==> src/shared/stseq_pkg.sv <==
// stseq_pkg: constants and types for the source transfer sequencer
`default_nettype none
package stseq_pkg;
  localparam int VW            = 12;
  localparam int DW            = 16;
  localparam int EV_AW         = 4;
  localparam int CLK_PERIOD_NS = 5;
  localparam int MS_NS         = 1000000;
  localparam int TICK_CYCLES   = MS_NS / CLK_PERIOD_NS;
  localparam int TICK_W        = 18;
  // parameter table indices
  localparam int PAR_N         = 6;
  localparam int PAR_LOSS_THR  = 0;
  localparam int PAR_UNB_THR   = 1;
  localparam int PAR_CONF_MS   = 2;
  localparam int PAR_RET_MS    = 3;
  localparam int PAR_FLAGS     = 4;
  localparam int PAR_CAL_REF   = 5;
  // characteristic flag bits
  localparam int FLG_AUTO_RET  = 0;
  localparam int FLG_CLOSED_TR = 1;
  localparam int FLG_UNB_EN    = 2;
  localparam logic [DW-1:0] RST_LOSS_THR = 16'h0800;
  localparam logic [DW-1:0] RST_UNB_THR  = 16'h0100;
  localparam logic [DW-1:0] RST_CONF_MS  = 16'h0064;
  localparam logic [DW-1:0] RST_RET_MS   = 16'h0BB8;
  localparam logic [DW-1:0] RST_FLAGS    = 16'h0001;
  localparam logic [DW-1:0] RST_CAL_REF  = 16'h0A00;
  // access code value is arbitrary
  localparam logic [DW-1:0] ACCESS_CODE  = 16'h5A5A;
  localparam logic [DW-1:0] TEST_PATTERN = 16'hFFFF;
  // confirmation timer slots
  localparam int TM_LOSS = 0;
  localparam int TM_UNB  = 1;
  localparam int TM_RET  = 2;
  localparam int TM_ALTF = 3;
  localparam int TM_N    = 4;
  // examine selector items
  localparam logic [3:0] EX_DIN  = 4'hC;
  localparam logic [3:0] EX_DOUT = 4'hD;

  typedef enum logic [2:0] {
    KEY_MENU  = 3'h0,
    KEY_ENTER = 3'h1,
    KEY_CODE  = 3'h2,
    KEY_EXIT  = 3'h3,
    KEY_EVENT = 3'h4,
    KEY_EXAM  = 3'h5,
    KEY_CAL   = 3'h6,
    KEY_TEST  = 3'h7
  } stseq_key_t;

  typedef enum logic [2:0] {
    DM_IDLE  = 3'h0,
    DM_MENU  = 3'h1,
    DM_EVENT = 3'h2,
    DM_EXAM  = 3'h3,
    DM_TEST  = 3'h4
  } stseq_disp_t;

  typedef enum logic [3:0] {
    ST_NORM = 4'h0,
    ST_XO   = 4'h1,
    ST_XC   = 4'h2,
    ST_ALT  = 4'h3,
    ST_RO   = 4'h4,
    ST_RC   = 4'h5,
    ST_PC   = 4'h6,
    ST_PO   = 4'h7,
    ST_MAN  = 4'h8
  } stseq_state_t;
endpackage : stseq_pkg
`default_nettype wire

==> src/design/stseq_event_mem.sv <==
// stseq_event_mem: event record store with registered read data
`default_nettype none
module stseq_event_mem (
  input  wire logic                      ref_clk_i,
  input  wire logic                      we_i,
  input  wire logic [stseq_pkg::EV_AW-1:0] waddr_i,
  input  wire logic [stseq_pkg::DW-1:0]  wdata_i,
  input  wire logic [stseq_pkg::EV_AW-1:0] raddr_i,
  output logic      [stseq_pkg::DW-1:0]  rdata_o
);
  logic [stseq_pkg::DW-1:0] mem [2**stseq_pkg::EV_AW];

  always_ff @(posedge ref_clk_i) begin
    if (we_i) begin
      mem[waddr_i] <= wdata_i;
    end
    rdata_o <= mem[raddr_i];
  end
endmodule : stseq_event_mem
`default_nettype wire

==> src/design/stseq_top.sv <==
// stseq_top: two-source transfer sequencer with panel and event log
`default_nettype none
module stseq_top #(
  parameter int TICK_CYCLES = stseq_pkg::TICK_CYCLES
) (
  input  wire logic                          ref_clk_i,
  input  wire logic                          rstn_i,
  input  wire logic [2:0][stseq_pkg::VW-1:0] v_src0_i,
  input  wire logic [2:0][stseq_pkg::VW-1:0] v_src1_i,
  input  wire logic [2:0][stseq_pkg::VW-1:0] i_src0_i,
  input  wire logic [2:0][stseq_pkg::VW-1:0] i_src1_i,
  input  wire logic                          pref_sel_i,
  input  wire logic [1:0]                    sw_closed_i,
  input  wire logic [1:0]                    coupled_i,
  input  wire logic [1:0]                    sel_operating_i,
  input  wire logic                          wiring_ok_i,
  input  wire logic                          auto_mode_i,
  input  wire logic [1:0]                    pb_open_i,
  input  wire logic [1:0]                    pb_close_i,
  input  wire logic                          manual_retx_i,
  input  wire logic [1:0]                    test_loss_i,
  input  wire logic                          key_stb_i,
  input  wire logic [2:0]                    key_code_i,
  input  wire logic [stseq_pkg::DW-1:0]      key_data_i,
  output logic      [1:0]                    trip_open_o,
  output logic      [1:0]                    trip_close_o,
  output logic      [1:0]                    src_lamp_o,
  output logic                               ready_lamp_o,
  output logic                               event_lamp_o,
  output logic                               unlocked_o,
  output logic      [2:0]                    disp_mode_o,
  output logic      [stseq_pkg::DW-1:0]      disp_data_o
);
  localparam int VW = stseq_pkg::VW;
  localparam int DW = stseq_pkg::DW;

  function automatic logic [VW-1:0] corr(input logic [VW-1:0] raw,
                                         input logic signed [VW:0] off);
    logic signed [VW+1:0] s;
    s = $signed({2'b00, raw}) + (VW+2)'(off);
    if (s < 0) corr = '0;
    else if (s > $signed((VW+2)'({VW{1'b1}}))) corr = {VW{1'b1}};
    else corr = s[VW-1:0];
  endfunction : corr

  logic [DW-1:0]            par [stseq_pkg::PAR_N];
  logic [2:0]               par_idx;
  logic signed [VW:0]       cal_off [2];
  logic [VW-1:0]            vc [2][3];
  logic [VW-1:0]            v2 [2];
  logic [1:0]               src_ok;
  logic [1:0]               unbal;
  localparam int TICK_W_L = stseq_pkg::TICK_W;
  logic [TICK_W_L-1:0]      tick_cnt;
  logic                     tick;
  logic [stseq_pkg::TM_N-1:0] tm_cond;
  logic [stseq_pkg::TM_N-1:0] tm_done;
  logic [DW-1:0]            tm_cnt [stseq_pkg::TM_N];
  stseq_pkg::stseq_state_t  state;
  stseq_pkg::stseq_state_t  next_state;
  stseq_pkg::stseq_disp_t   dmode;
  logic                     pi;
  logic                     ai;
  logic [1:0]               next_open;
  logic [1:0]               next_close;
  logic                     pb_act;
  logic                     ev_we;
  logic [stseq_pkg::EV_AW-1:0] ev_wp;
  logic [stseq_pkg::EV_AW-1:0] ev_rp;
  logic [DW-1:0]            ev_rd;
  logic [5:0]               not_ready;
  logic [3:0]               ex_sel;
  logic                     key_ok;
  logic                     flg_ar;
  logic                     flg_ct;
  logic                     flg_ue;

  assign pi     = pref_sel_i;
  assign ai     = ~pref_sel_i;
  assign flg_ar = par[stseq_pkg::PAR_FLAGS][stseq_pkg::FLG_AUTO_RET];
  assign flg_ct = par[stseq_pkg::PAR_FLAGS][stseq_pkg::FLG_CLOSED_TR];
  assign flg_ue = par[stseq_pkg::PAR_FLAGS][stseq_pkg::FLG_UNB_EN];
  assign key_ok = key_stb_i;

  // corrected voltages, source quality and unbalance estimate
  always_comb begin
    logic [VW-1:0] mx;
    logic [VW-1:0] mn;
    mx = '0;
    mn = '0;
    for (int s = 0; s < 2; s++) begin
      for (int p = 0; p < 3; p++) begin
        vc[s][p] = corr(s == 0 ? v_src0_i[p] : v_src1_i[p], cal_off[s]);
      end
      mx = vc[s][0];
      mn = vc[s][0];
      for (int p = 1; p < 3; p++) begin
        if (vc[s][p] > mx) mx = vc[s][p];
        if (vc[s][p] < mn) mn = vc[s][p];
      end
      v2[s]     = mx - mn;
      unbal[s]  = flg_ue && ({4'h0, v2[s]} > par[stseq_pkg::PAR_UNB_THR]);
      src_ok[s] = !test_loss_i[s] && !unbal[s] &&
                  ({4'h0, mn} >= par[stseq_pkg::PAR_LOSS_THR]);
    end
  end

  // millisecond time base
  always_ff @(posedge ref_clk_i or negedge rstn_i) begin
    if (!rstn_i) begin
      tick_cnt <= '0;
      tick     <= 1'b0;
    end else begin
      tick     <= (tick_cnt == TICK_W_L'(TICK_CYCLES - 1));
      tick_cnt <= (tick_cnt == TICK_W_L'(TICK_CYCLES - 1)) ? '0 :
                  tick_cnt + 1'b1;
    end
  end

  assign tm_cond[stseq_pkg::TM_LOSS] = !src_ok[pi] && !unbal[pi];
  assign tm_cond[stseq_pkg::TM_UNB]  = unbal[pi];
  assign tm_cond[stseq_pkg::TM_RET]  = src_ok[pi];
  assign tm_cond[stseq_pkg::TM_ALTF] = !src_ok[ai];

  genvar g;
  generate
    for (g = 0; g < stseq_pkg::TM_N; g++) begin : g_tm
      logic [DW-1:0] lim;
      assign lim = (g == stseq_pkg::TM_RET) ? par[stseq_pkg::PAR_RET_MS] :
                   par[stseq_pkg::PAR_CONF_MS];
      assign tm_done[g] = tm_cond[g] && (tm_cnt[g] >= lim);
      always_ff @(posedge ref_clk_i or negedge rstn_i) begin
        if (!rstn_i) begin
          tm_cnt[g] <= '0;
        end else if (!tm_cond[g]) begin
          tm_cnt[g] <= '0;
        end else if (tick && tm_cnt[g] < lim) begin
          tm_cnt[g] <= tm_cnt[g] + 1'b1;
        end
      end
      a_timer_restart: assert property (@(posedge ref_clk_i)
        disable iff (!rstn_i) !tm_cond[g] |=> tm_cnt[g] == '0)
        else $error("confirmation timer did not restart");
    end
  endgenerate

  // transfer sequencer
  always_comb begin
    next_state = state;
    next_open  = 2'b00;
    next_close = 2'b00;
    pb_act     = 1'b0;
    case (state)
      stseq_pkg::ST_NORM: begin
        if (!sw_closed_i[pi] && !sw_closed_i[ai]) next_close[pi] = 1'b1;
        if (!sw_closed_i[ai] && src_ok[ai] &&
            (tm_done[stseq_pkg::TM_LOSS] || tm_done[stseq_pkg::TM_UNB]))
          next_state = stseq_pkg::ST_XO;
      end
      stseq_pkg::ST_XO: begin
        next_open[pi] = 1'b1;
        if (!sw_closed_i[pi]) next_state = stseq_pkg::ST_XC;
      end
      stseq_pkg::ST_XC: begin
        if (!sw_closed_i[pi]) next_close[ai] = 1'b1;
        if (sw_closed_i[ai]) next_state = stseq_pkg::ST_ALT;
      end
      stseq_pkg::ST_ALT: begin
        if (tm_done[stseq_pkg::TM_RET]) begin
          if (flg_ar && flg_ct && src_ok[ai])
            next_state = stseq_pkg::ST_PC;
          else if (flg_ar || manual_retx_i || tm_done[stseq_pkg::TM_ALTF])
            next_state = stseq_pkg::ST_RO;
        end
      end
      stseq_pkg::ST_RO: begin
        next_open[ai] = 1'b1;
        if (!sw_closed_i[ai]) next_state = stseq_pkg::ST_RC;
      end
      stseq_pkg::ST_RC: begin
        if (!sw_closed_i[ai]) next_close[pi] = 1'b1;
        if (sw_closed_i[pi]) next_state = stseq_pkg::ST_NORM;
      end
      stseq_pkg::ST_PC: begin
        next_close[pi] = 1'b1;
        if (sw_closed_i[pi]) next_state = stseq_pkg::ST_PO;
      end
      stseq_pkg::ST_PO: begin
        next_open[ai] = 1'b1;
        if (!sw_closed_i[ai]) next_state = stseq_pkg::ST_NORM;
      end
      stseq_pkg::ST_MAN: begin
        // buttons act only while the selector is still at manual
        if (!auto_mode_i) begin
          next_open  = pb_open_i;
          next_close = pb_close_i & ~pb_open_i;
          pb_act     = |pb_open_i || |pb_close_i;
        end
        next_state = (sw_closed_i[ai] && !sw_closed_i[pi]) ?
                     stseq_pkg::ST_ALT : stseq_pkg::ST_NORM;
      end
      default: next_state = stseq_pkg::ST_NORM;
    endcase
    if (!auto_mode_i) begin
      if (state != stseq_pkg::ST_MAN) begin
        next_open  = 2'b00;
        next_close = 2'b00;
      end
      next_state = stseq_pkg::ST_MAN;
    end
    if (next_close == 2'b11) next_close = 2'b00;
  end

  always_ff @(posedge ref_clk_i or negedge rstn_i) begin
    if (!rstn_i) begin
      state        <= stseq_pkg::ST_MAN;
      trip_open_o  <= 2'b00;
      trip_close_o <= 2'b00;
    end else begin
      state        <= next_state;
      trip_open_o  <= next_open;
      trip_close_o <= next_close;
    end
  end

  a_no_double_close: assert property (@(posedge ref_clk_i)
    disable iff (!rstn_i) trip_close_o != 2'b11)
    else $error("both switches commanded closed");
  a_close_after_open: assert property (@(posedge ref_clk_i)
    disable iff (!rstn_i) state == stseq_pkg::ST_XC && trip_close_o[ai]
      |-> $past(!sw_closed_i[pi]))
    else $error("close issued before open reported");
  a_xfer_confirmed: assert property (@(posedge ref_clk_i)
    disable iff (!rstn_i)
    $past(state) == stseq_pkg::ST_NORM && state == stseq_pkg::ST_XO
      |-> $past(tm_done[stseq_pkg::TM_LOSS] || tm_done[stseq_pkg::TM_UNB]))
    else $error("transfer started without confirmation");
  a_open_first: assert property (@(posedge ref_clk_i)
    disable iff (!rstn_i) state == stseq_pkg::ST_XO && auto_mode_i
      |=> trip_open_o[pi] && !trip_close_o[ai])
    else $error("preferred not opened first");
  a_pb_blocked: assert property (@(posedge ref_clk_i)
    disable iff (!rstn_i) $past(state) != stseq_pkg::ST_MAN &&
      state != stseq_pkg::ST_MAN && state != stseq_pkg::ST_NORM
      && pb_open_i[ai] && !$past(pb_open_i[ai]) |=> !trip_open_o[ai] ||
      $past(state) == stseq_pkg::ST_RO || $past(state) == stseq_pkg::ST_PO)
    else $error("push button acted in automatic mode");
  a_manual_inhibit: assert property (@(posedge ref_clk_i)
    disable iff (!rstn_i) !auto_mode_i |=> state == stseq_pkg::ST_MAN)
    else $error("automatic switching not inhibited");

  // event record: each transfer, retransfer, closed-transition return or push-button operation leaves a status snapshot
  assign ev_we = (next_state != state && (next_state == stseq_pkg::ST_XO ||
                  next_state == stseq_pkg::ST_RO ||
                  next_state == stseq_pkg::ST_PC)) || pb_act;

  always_ff @(posedge ref_clk_i or negedge rstn_i) begin
    if (!rstn_i) begin
      ev_wp        <= '0;
      event_lamp_o <= 1'b0;
    end else begin
      if (ev_we) ev_wp <= ev_wp + 1'b1;
      if (ev_we) event_lamp_o <= 1'b1;
      else if (key_ok && key_code_i == stseq_pkg::KEY_EVENT)
        event_lamp_o <= 1'b0;
    end
  end

  stseq_event_mem u_evmem (
    .ref_clk_i (ref_clk_i),
    .we_i      (ev_we),
    .waddr_i   (ev_wp),
    .wdata_i   ({state, sw_closed_i, src_ok, coupled_i, sel_operating_i,
                 auto_mode_i, wiring_ok_i, pi, pb_act}),
    .raddr_i   (ev_rp),
    .rdata_o   (ev_rd)
  );

  a_event_lamp: assert property (@(posedge ref_clk_i)
    disable iff (!rstn_i) ev_we |=> event_lamp_o)
    else $error("event lamp not lit");

  // keypad, menus, access code and calibration
  always_ff @(posedge ref_clk_i or negedge rstn_i) begin
    if (!rstn_i) begin
      par[stseq_pkg::PAR_LOSS_THR] <= stseq_pkg::RST_LOSS_THR;
      par[stseq_pkg::PAR_UNB_THR]  <= stseq_pkg::RST_UNB_THR;
      par[stseq_pkg::PAR_CONF_MS]  <= stseq_pkg::RST_CONF_MS;
      par[stseq_pkg::PAR_RET_MS]   <= stseq_pkg::RST_RET_MS;
      par[stseq_pkg::PAR_FLAGS]    <= stseq_pkg::RST_FLAGS;
      par[stseq_pkg::PAR_CAL_REF]  <= stseq_pkg::RST_CAL_REF;
      par_idx    <= '0;
      unlocked_o <= 1'b0;
      dmode      <= stseq_pkg::DM_IDLE;
      ev_rp      <= '0;
      ex_sel     <= '0;
      cal_off[0] <= '0;
      cal_off[1] <= '0;
    end else if (key_ok) begin
      case (key_code_i)
        stseq_pkg::KEY_MENU: begin
          dmode <= stseq_pkg::DM_MENU;
          if (key_data_i[2:0] < 3'(stseq_pkg::PAR_N)) par_idx <= key_data_i[2:0];
        end
        stseq_pkg::KEY_ENTER: begin
          if (unlocked_o && dmode == stseq_pkg::DM_MENU)
            par[par_idx] <= key_data_i;
        end
        stseq_pkg::KEY_CODE: unlocked_o <= (key_data_i == stseq_pkg::ACCESS_CODE);
        stseq_pkg::KEY_EXIT: begin
          dmode      <= stseq_pkg::DM_IDLE;
          unlocked_o <= 1'b0;
        end
        stseq_pkg::KEY_EVENT: begin
          dmode <= stseq_pkg::DM_EVENT;
          ev_rp <= (dmode == stseq_pkg::DM_EVENT) ? ev_rp - 1'b1 : ev_wp - 1'b1;
        end
        stseq_pkg::KEY_EXAM: begin
          dmode  <= stseq_pkg::DM_EXAM;
          ex_sel <= key_data_i[3:0];
        end
        stseq_pkg::KEY_CAL: begin
          if (unlocked_o)
            cal_off[key_data_i[0]] <= $signed({1'b0,
              par[stseq_pkg::PAR_CAL_REF][VW-1:0]}) - $signed({1'b0,
              key_data_i[0] ? v_src1_i[0] : v_src0_i[0]});
        end
        default: dmode <= stseq_pkg::DM_TEST;
      endcase
    end
  end

  a_locked_params: assert property (@(posedge ref_clk_i)
    disable iff (!rstn_i) key_ok && key_code_i == stseq_pkg::KEY_ENTER &&
      !unlocked_o |=> $stable(par[stseq_pkg::PAR_FLAGS]) &&
      $stable(par[stseq_pkg::PAR_CONF_MS]))
    else $error("parameter changed while locked");

  // lamps and display
  assign not_ready = {!wiring_ok_i, !(&sel_operating_i), !auto_mode_i,
                      !(&coupled_i), sw_closed_i[ai] != (state == stseq_pkg::ST_ALT),
                      sw_closed_i[pi] != (state != stseq_pkg::ST_ALT)};

  always_ff @(posedge ref_clk_i or negedge rstn_i) begin
    if (!rstn_i) begin
      src_lamp_o   <= 2'b00;
      ready_lamp_o <= 1'b0;
      disp_mode_o  <= '0;
      disp_data_o  <= '0;
    end else begin
      src_lamp_o   <= src_ok | {2{dmode == stseq_pkg::DM_TEST}};
      ready_lamp_o <= (not_ready == '0) || dmode == stseq_pkg::DM_TEST;
      disp_mode_o  <= dmode;
      case (dmode)
        stseq_pkg::DM_MENU:  disp_data_o <= par[par_idx];
        stseq_pkg::DM_EVENT: disp_data_o <= ev_rd;
        stseq_pkg::DM_TEST:  disp_data_o <= stseq_pkg::TEST_PATTERN;
        stseq_pkg::DM_EXAM: begin
          if (ex_sel < 4'h6)
            disp_data_o <= {4'h0, ex_sel < 4'h3 ? vc[0][ex_sel[1:0]] :
                            vc[1][2'(ex_sel - 4'h3)]};
          else if (ex_sel < 4'h9)
            disp_data_o <= {4'h0, i_src0_i[2'(ex_sel - 4'h6)]};
          else if (ex_sel < 4'hC)
            disp_data_o <= {4'h0, i_src1_i[2'(ex_sel - 4'h9)]};
          else if (ex_sel == stseq_pkg::EX_DIN)
            disp_data_o <= {3'h0, auto_mode_i, wiring_ok_i, pi, pb_open_i,
                            pb_close_i, sel_operating_i, coupled_i, sw_closed_i};
          else
            disp_data_o <= {8'h00, trip_open_o, trip_close_o, src_lamp_o,
                            ready_lamp_o, event_lamp_o};
        end
        default: disp_data_o <= {10'h000, not_ready};
      endcase
    end
  end

  a_ready_lamp: assert property (@(posedge ref_clk_i)
    disable iff (!rstn_i) ready_lamp_o && $past(dmode) != stseq_pkg::DM_TEST
      |-> $past(auto_mode_i && wiring_ok_i && (&coupled_i)))
    else $error("ready lamp lit with a condition unmet");
  a_src_lamp: assert property (@(posedge ref_clk_i)
    disable iff (!rstn_i) $past(test_loss_i[0]) && $past(dmode) !=
      stseq_pkg::DM_TEST |-> !src_lamp_o[0])
    else $error("source lamp lit during simulated loss");
endmodule : stseq_top
`default_nettype wire

==> config.mk <==
export PLATFORM = sky130hd
export DESIGN_NAME = stseq_top
export DESIGN_NICKNAME = d
export VERILOG_FILES = /design/src/shared/stseq_pkg.sv /design/src/design/stseq_event_mem.sv /design/src/design/stseq_top.sv
export SDC_FILE = /design/constraint.sdc
export NUM_CORES = 1
export LEC_CHECK = 0
export BUFFER_PORTS_ARGS = -buffer_cell sky130_fd_sc_hd__buf_2
export CAP_MARGIN = 20
export CORE_MARGIN = 3
export CORE_UTILIZATION = 51
export DETAILED_ROUTE_END_ITERATION = 10
export PLACE_DENSITY = 0.69
export SYNTH_ARGS = -nofsm -noshare
export SYNTH_HDL_FRONTEND = slang
export SYNTH_SLANG_ARGS = --single-unit
==> constraint.sdc <==
create_clock -name ref_clk_i -period 15.5 [get_ports ref_clk_i]
set_input_delay 3.1 -clock ref_clk_i [delete_from_list [all_inputs] [get_ports ref_clk_i]]
set_output_delay 3.1 -clock ref_clk_i [all_outputs]
set_load 0.01 [all_outputs]
# [After elaboration in Yosys (flattened, before gate mapping)]
# Memories as Yosys holds them, arrays and structs flattened. A register that Yosys moved wholly into a read port is not among the register bits.
# Cells that the tools add are included.
[totals] elab_cells=311 n_memories=1 out_inout_bits=28 ram_bits=256 regBits=255 romBits=0 latch_bits=0 in_bits=182
[mem_list] memory="u_evmem.mem" words=16 width=16 rd=1 rd_clocked_by_memory_dff=1 write_ports=1 line_no="stseq_event_mem.sv:11" text="logic [stseq_pkg::DW-1:0] mem [2**stseq_pkg::EV_AW];"
[op_classes] reduce_logical=68 mul=0 n_lt_le_gt_ge=49 n_eq_ne=33 div=0 n_mux=103 bitwise_logic=9 addsub=20 shift=0
[ops] operator="$mux 12" count=28
[ops] operator="$mux 16" count=11
[ops] operator="$bmux 12 s2" count=4
[ops] operator="$bwmux 96" count=1
[ops] operator="$add 13x13->14" count=6
[ops] operator="$gt 14x13->1 const B" count=6
[ops] operator="$lt 14x1->1 const B" count=6
[ops] operator="$mux 13" count=5
[ops] operator="$add 16x1->16 const B" count=4
[ops] operator="$ge 16x16->1" count=4
[ops] operator="$lt 16x16->1" count=4
[ops] operator="$pmux 16 s4" count=1
[ops] operator="$bmux 16 s3" count=1
[ops] operator="$demux 16 s3" count=1
[ops] operator="$gt 12x12->1" count=4
[ops] operator="$lt 12x12->1" count=4
[ops] operator="$mux 4" count=12
[ops] operator="$pmux 4 s9" count=1
[ops] operator="$ge 12x16->1" count=2
[ops] operator="$gt 12x16->1" count=2
[ops] operator="$logic_and 1x1->1" count=28
[ops] operator="$bwmux 26" count=1
[ops] operator="$eq 4x3->1 const B" count=6
[ops] operator="$sub 12x12->12" count=2
[ops] operator="other kinds (58)" count=138

# [Logic depth before layout (Yosys ltp)]
[depth] depth_word=31 mapped_depth=59 ltp_nobuf=55

# [By module]
# A second synthesis with hierarchy kept.
[hier_totals] cells_unflattened=3245 area_unflattened_um2=34276.6
[by_module_without_submodules] module="stseq_top" area_each_um2=24234.5 instances=1 seq_area_each_um2=6401.1 cells_per_inst=2813
[by_module_without_submodules] module="stseq_event_mem" area_each_um2=10042.1 instances=1 seq_area_each_um2=8007.7 cells_per_inst=432

# [Worst setup path after synthesis]
# No wires, ideal clock.
[synth_timing] path_kind="input-to-reg" from="input v_src1_i[0] (netlist name)" to="memory u_evmem.mem[0][0] (netlist name) (enable)" cell_stages=57 required_ps=15091 setup_ps=409 arrival_time_ps=14402 n_path_buf=3 path_slack_ps=689 cell_sequence="ha_1 > inv_1 > fa_1 > nand2b_1 > a21oi_1 > o311a_1 > o41ai_2 > o211ai_1 > o21ai_0 > clkbuf_1 > o21bai_1 > inv_1 > ha_1 > nand4_1 > nor2_1 > nand2_1 > o221ai_1 > clkbuf_1 > [... 21 more ...] > nand2b_1 > a21o_1 > a21o_1 > a21o_1 > a21oi_1 > xnor2_1 > ha_1 > a21oi_1 > nand2_1 > a21o_1 > o31a_1 > mux2i_1 > a21oi_1 > a2bb2oi_1 > a211o_1 > a31oi_4 > nand2_1 > nor3_1"
[synth_between] elab_chain_len=31 word_cells_on_any_way=55
[synth_lines] element="start: declaration" line_no="stseq_top.sv:9" text="input wire logic [2:0][stseq_pkg::VW-1:0] v_src1_i,"
[synth_lines] element="$add 13x13->14 (*)" line_no="stseq_top.sv:40" text="s = $signed({2'b00, raw}) + (VW+2)'(off);"
[synth_lines] element="$gt 14x13->1" line_no="stseq_top.sv:42" text="else if (s > $signed((VW+2)'({VW{1'b1}}))) corr = {VW{1'b1}};"
[synth_lines] element="$mux 12" line_no="stseq_top.sv:42"
[synth_lines] element="$mux 12 (*)" line_no="stseq_top.sv:41" text="if (s < 0) corr = '0;"
[synth_lines] element="$gt 12x12->1 / $lt 12x12->1 (equally long branches)" line_no="stseq_top.sv:98, stseq_top.sv:99"
[synth_lines] element="$mux 12, on equally long branches" line_no="stseq_top.sv:98, stseq_top.sv:99"
[synth_lines] element="$gt 12x12->1 / $lt 12x12->1 (equally long branches)" line_no="stseq_top.sv:98, stseq_top.sv:99"
[synth_lines] element="$mux 12, on equally long branches" line_no="stseq_top.sv:98, stseq_top.sv:99"
[synth_lines] element="[... 15 more ...]"
[synth_lines] element="$mux 4 (*)" line_no="stseq_top.sv:204" text="if (!auto_mode_i) begin"
[synth_lines] element="$eq 4x1->1 / $eq 4x3->1 (equally long branches)" line_no="stseq_top.sv:253, stseq_top.sv:254"
[synth_lines] element="$logic_or 1x1->1" line_no="stseq_top.sv:253" text="assign ev_we = (next_state != state && (next_state == stseq_pkg::ST_XO ||"
[synth_lines] element="$logic_or 1x1->1" line_no="stseq_top.sv:254" text="next_state == stseq_pkg::ST_RO ||"
[synth_lines] element="$logic_and 1x1->1 (*)" line_no="stseq_top.sv:253"
[synth_lines] element="$logic_or 1x1->1 (*)" line_no="stseq_top.sv:255" text="next_state == stseq_pkg::ST_PC)) || pb_act;"
[synth_lines] element="$mux 1 (*)" line_no="stseq_event_mem.sv:14" text="if (we_i) begin"
[synth_lines] element="$mux 1 (implied by the code) (*)" line_no="stseq_event_mem.sv:15" text="mem[waddr_i] <= wdata_i;"
[synth_lines] element="end: declaration" line_no="stseq_event_mem.sv:11"
# Mark *: on every way between the ends. The rest lies on a longest branch, timed or not. The select of a mux whose other input is x is not followed.

# [Worst setup path after layout]
[layout_timing] from="input v_src1_i[0] (netlist name)" to="memory u_evmem.mem[8][11] (netlist name) (enable)"
# The elaborated chain is that of the path after synthesis.

==> results.tsv <==
stage	metric	value	unit
cells_and_area	leading cell types in the layout, fill and taps excluded	ha_1, nand2_1, edfxtp_1, nor2_1, dfrtp_1	
worst_setup_path	Setup crit end kind	flop	
worst_setup_path	crit path buf inv count	9	
die	die area	71000	µm²
die	Ports	210	
drt	detailed-route DRC error count	0	
timing	TNS Setup	0	ps
placement	RD Place Congestion	0.966	
worst_setup_path	RR Startpoint	cal_off[1]$_DFFE_PN0P_	
timing	Tmin final	14530	ps
worst_setup_path	slowest CP cell	o21ai_0	
yosys	syn_area_per_cell	10.4	µm²
min_path	min-delay worst type	reg2reg	
clock_network	TritonCTS clock tree	done	
drt	Iteration-0 DRC Markers	2785	
global_route	GRT overflow	0	
clock_network	clock slew at reported path FFs	60	ps
cells_and_area	NumNets Final	4031	
run	max cap viols	0	
yosys	post-synthesis cell type count	101	
drt	routed wire length	108	mm
yosys	FF+latch count, synth	527	
run_status	outcome	finished clean	
die	Initial Util	52.1	%
timing	Setup Skew	40.3	ps
worst_setup_path	CP Data Arrival Time	14830	ps
pwr	Leak	17.0	nW
global_route	largest net degree at the start of global routing	114	
drt	average wire per standard cell	24.3	µm
global_route	Tot GR Track Use	30.3	%
worst_setup_path	CP top delay family	compound AO/OA/AOI/OAI gates	
pwr	maximum VDD drop	0.000109	V
placement	input/output buffers	209	
clock_network	CTS Root Cell	clkbuf_16	
worst_setup_path	CP Data Required Time	15810	ps
yosys	cells after synthesis	3343	
die	std cell rows	94	
die	core area	66500	µm²
timing	final setup fails	0	
placement	HPWL Detailed	81.4	mm
clock_network	H-tree levels	2	
worst_setup_path	CP max stage delay	580	ps
clock_network	Clock Tree Buf Depth	3	
worst_setup_path	R2R Setup Slk	2960	ps
cells_and_area	fin area	38800	µm²
timing	final period utilization	93.7	%
timing	Fin. Hold Viols	0	
clock_network	hold_buf cts	0	
min_path	Hold Crit Start	tick_cnt[0]$_DFF_PN0_	
drt	vias per inst	6.20	
yosys	Main synth FF type	edfxtp_1	
timing	Worst Tran Pin Value	1210	ps
die	Die X	267	µm
yosys	Post-synth EDFFs	256	
yosys	Mapped Nets	3834	
cells_and_area	share of cells above drive strength 1	17.8	%
timing	setup repair after global routing missed its margin	false	
clock_network	Worst-Skew Late Latency	640	ps
pwr	Pwr Density	116	nW/µm²
cells_and_area	Synth-to-Final Area Change	12.1	%
yosys	Seq/Total Area, Yosys	41.6	%
worst_setup_path	CP startpoint	v_src1_i[0]	
die	Die Height	267	µm
global_route	global-route wire length before repair	163	mm
global_route	initial antenna violation count	6	
drt	final antenna-violating net count	0	
drt	vias	27600	
drt	TritonRoute pass-1 iters	6	
worst_setup_path	crit path kind	in2reg	
yosys	Async SR Flop Fraction	48.4	%
yosys	post-synthesis cell area	34600	µm²
global_route	vias in the first global route	26400	
clock_network	CTS buffer count	57	
worst_setup_path	Critical Path Start Type	input port	
cells_and_area	most common cell after layout, fill and taps aside	ha_1	
pwr	Power Total	4.50	mW
timing	Max Clock Freq	68.8	MHz
worst_setup_path	most used cell, CP	a21oi_1	
timing	Rel. slew slack	17.5	%
timing	Max Slew Vio Count	0	
yosys	Yosys warning count	0	
clock_network	clock sink count	527	
placement	Cell Area, Placed	36700	µm²
worst_setup_path	Critical Path Fanout Max	18	
kinds of logic (layout without fill, tap and decap cells):
kind of cell    count (synthesis)  in the layout  synth area share, %
compound gates                854            854                 15.9
simple gates                  887            887                 11.9
buf+inv                       333            578                 3.77
other cells                     0              3                    0
mux                           285            285                 11.7
fa+ha+maj                     309            309                 11.4
xor+xnor                      148            148                 3.74
flops                         527            527                 41.6
layout make-up:
| cell class | instances | area, µm² |
|---|---|---|
| multi-input cells | 2483 | 19000 |
| clock inverters | 32 | 409 |
| clock buffers | 75 | 1590 |
| inverters | 199 | 747 |
| flip-flops and latches | 527 | 14400 |
| repair buffers | 272 | 1540 |
| diodes | 3 | 7.51 |
| fillers | 5631 | 27600 |
| well taps | 864 | 1080 |
report_power, final:
group / switching (mW) / total [mW] / internal (mW)
Sequential: 0.0965 / 1.65 / 1.55
Clock: 0.586 / 1.44 / 0.856
Combinational: 0.835 / 1.41 / 0.574
synth_stat cells (11+ instances only):
cell type | n | area share [%]
o21ai_1 | 14 | 0.20
o21a_1 | 29 | 0.63
dfstp_2 | 16 | 1.2
a21boi_0 | 12 | 0.26
o221ai_1 | 11 | 0.28
edfxtp_1 | 256 | 22
or3_1 | 21 | 0.38
and2_1 | 15 | 0.27
ha_1 | 300 | 11
nor3_1 | 43 | 0.62
o31ai_1 | 14 | 0.30
clkbuf_1 | 106 | 1.1
a22oi_1 | 13 | 0.28
nand2b_1 | 38 | 0.69
buf_1 | 18 | 0.20
mux2_2 | 96 | 3.1
a211oi_1 | 29 | 0.63
o21ai_0 | 233 | 3.4
and3_1 | 17 | 0.31
inv_1 | 197 | 2.1
or2_2 | 14 | 0.25
a21o_1 | 80 | 1.7
mux2i_1 | 104 | 3.0
xor2_1 | 54 | 1.4
a31oi_1 | 19 | 0.34
a221oi_1 | 15 | 0.38
nand4_1 | 50 | 0.90
dfxtp_1 | 16 | 0.93
dfrtp_1 | 239 | 17
a21oi_1 | 222 | 3.2
nor2_1 | 268 | 2.9
o211ai_1 | 34 | 0.74
nand3_1 | 57 | 0.82
nor2b_1 | 40 | 0.72
mux4_2 | 85 | 5.5
nand2_1 | 278 | 3.0
o22ai_1 | 22 | 0.40
xnor2_1 | 94 | 2.4
timing repair:
action | in CTS | in global routing
gates resized for setup | 0 | 13
endpoints found under the hold margin | 0 | 0
setup buffers | 0 | 2
setup endpoints to repair | 0 | 256
sequential cells by signal, summed over array words and instances (netlist names), 4 cells and up:
signal / flops
cal_off: 26
par: 61
ev_rp: 4
tick_cnt: 18
tm_cnt: 64
u_evmem.mem: 256
ev_wp: 4
g_tm.lim: 32
disp_data_o: 16
state: 4
ex_sel: 4
u_evmem.rdata_o: 16
layer usage:
metal / GRT usage (%) / wire (µm) / vias up
met5: 0 / 53 / -
met4: 10.6 / 4020 / 8
met3: 5.14 / 9070 / 225
met2: 47.1 / 48900 / 1244
met1: 43.1 / 46200 / 13400
li1: - / - / 12800
stage by stage:
stage               worst slack [ps]  instances  hold WS [ps]  utilization [%]
finish                           974       4455           460             58.4
global route                    23.9       4452           482             58.4
CTS                              615       4448           470             58.3
detailed placement              70.3       4341           453             55.3
global placement                -152       4339           454             55.2
floorplan                        689       3343           352                -
path summary, 6_finish.rpt:
path                       depth (start not counted)                      endpoint
max                                               58  u_evmem.mem[8][11]$_DFFE_PP_
min                                                1         tick_cnt[0]$_DFF_PN0_
max reg2reg                                       56  u_evmem.mem[8][11]$_DFFE_PP_
min reg2reg                                        1         tick_cnt[0]$_DFF_PN0_
max in group asynchronous                          2        tm_cnt[24]$_DFFE_PN0P_
min in group asynchronous                          1       cal_off[11]$_DFFE_PN0P_
Note: power is estimated with default switching activity, not from simulation.
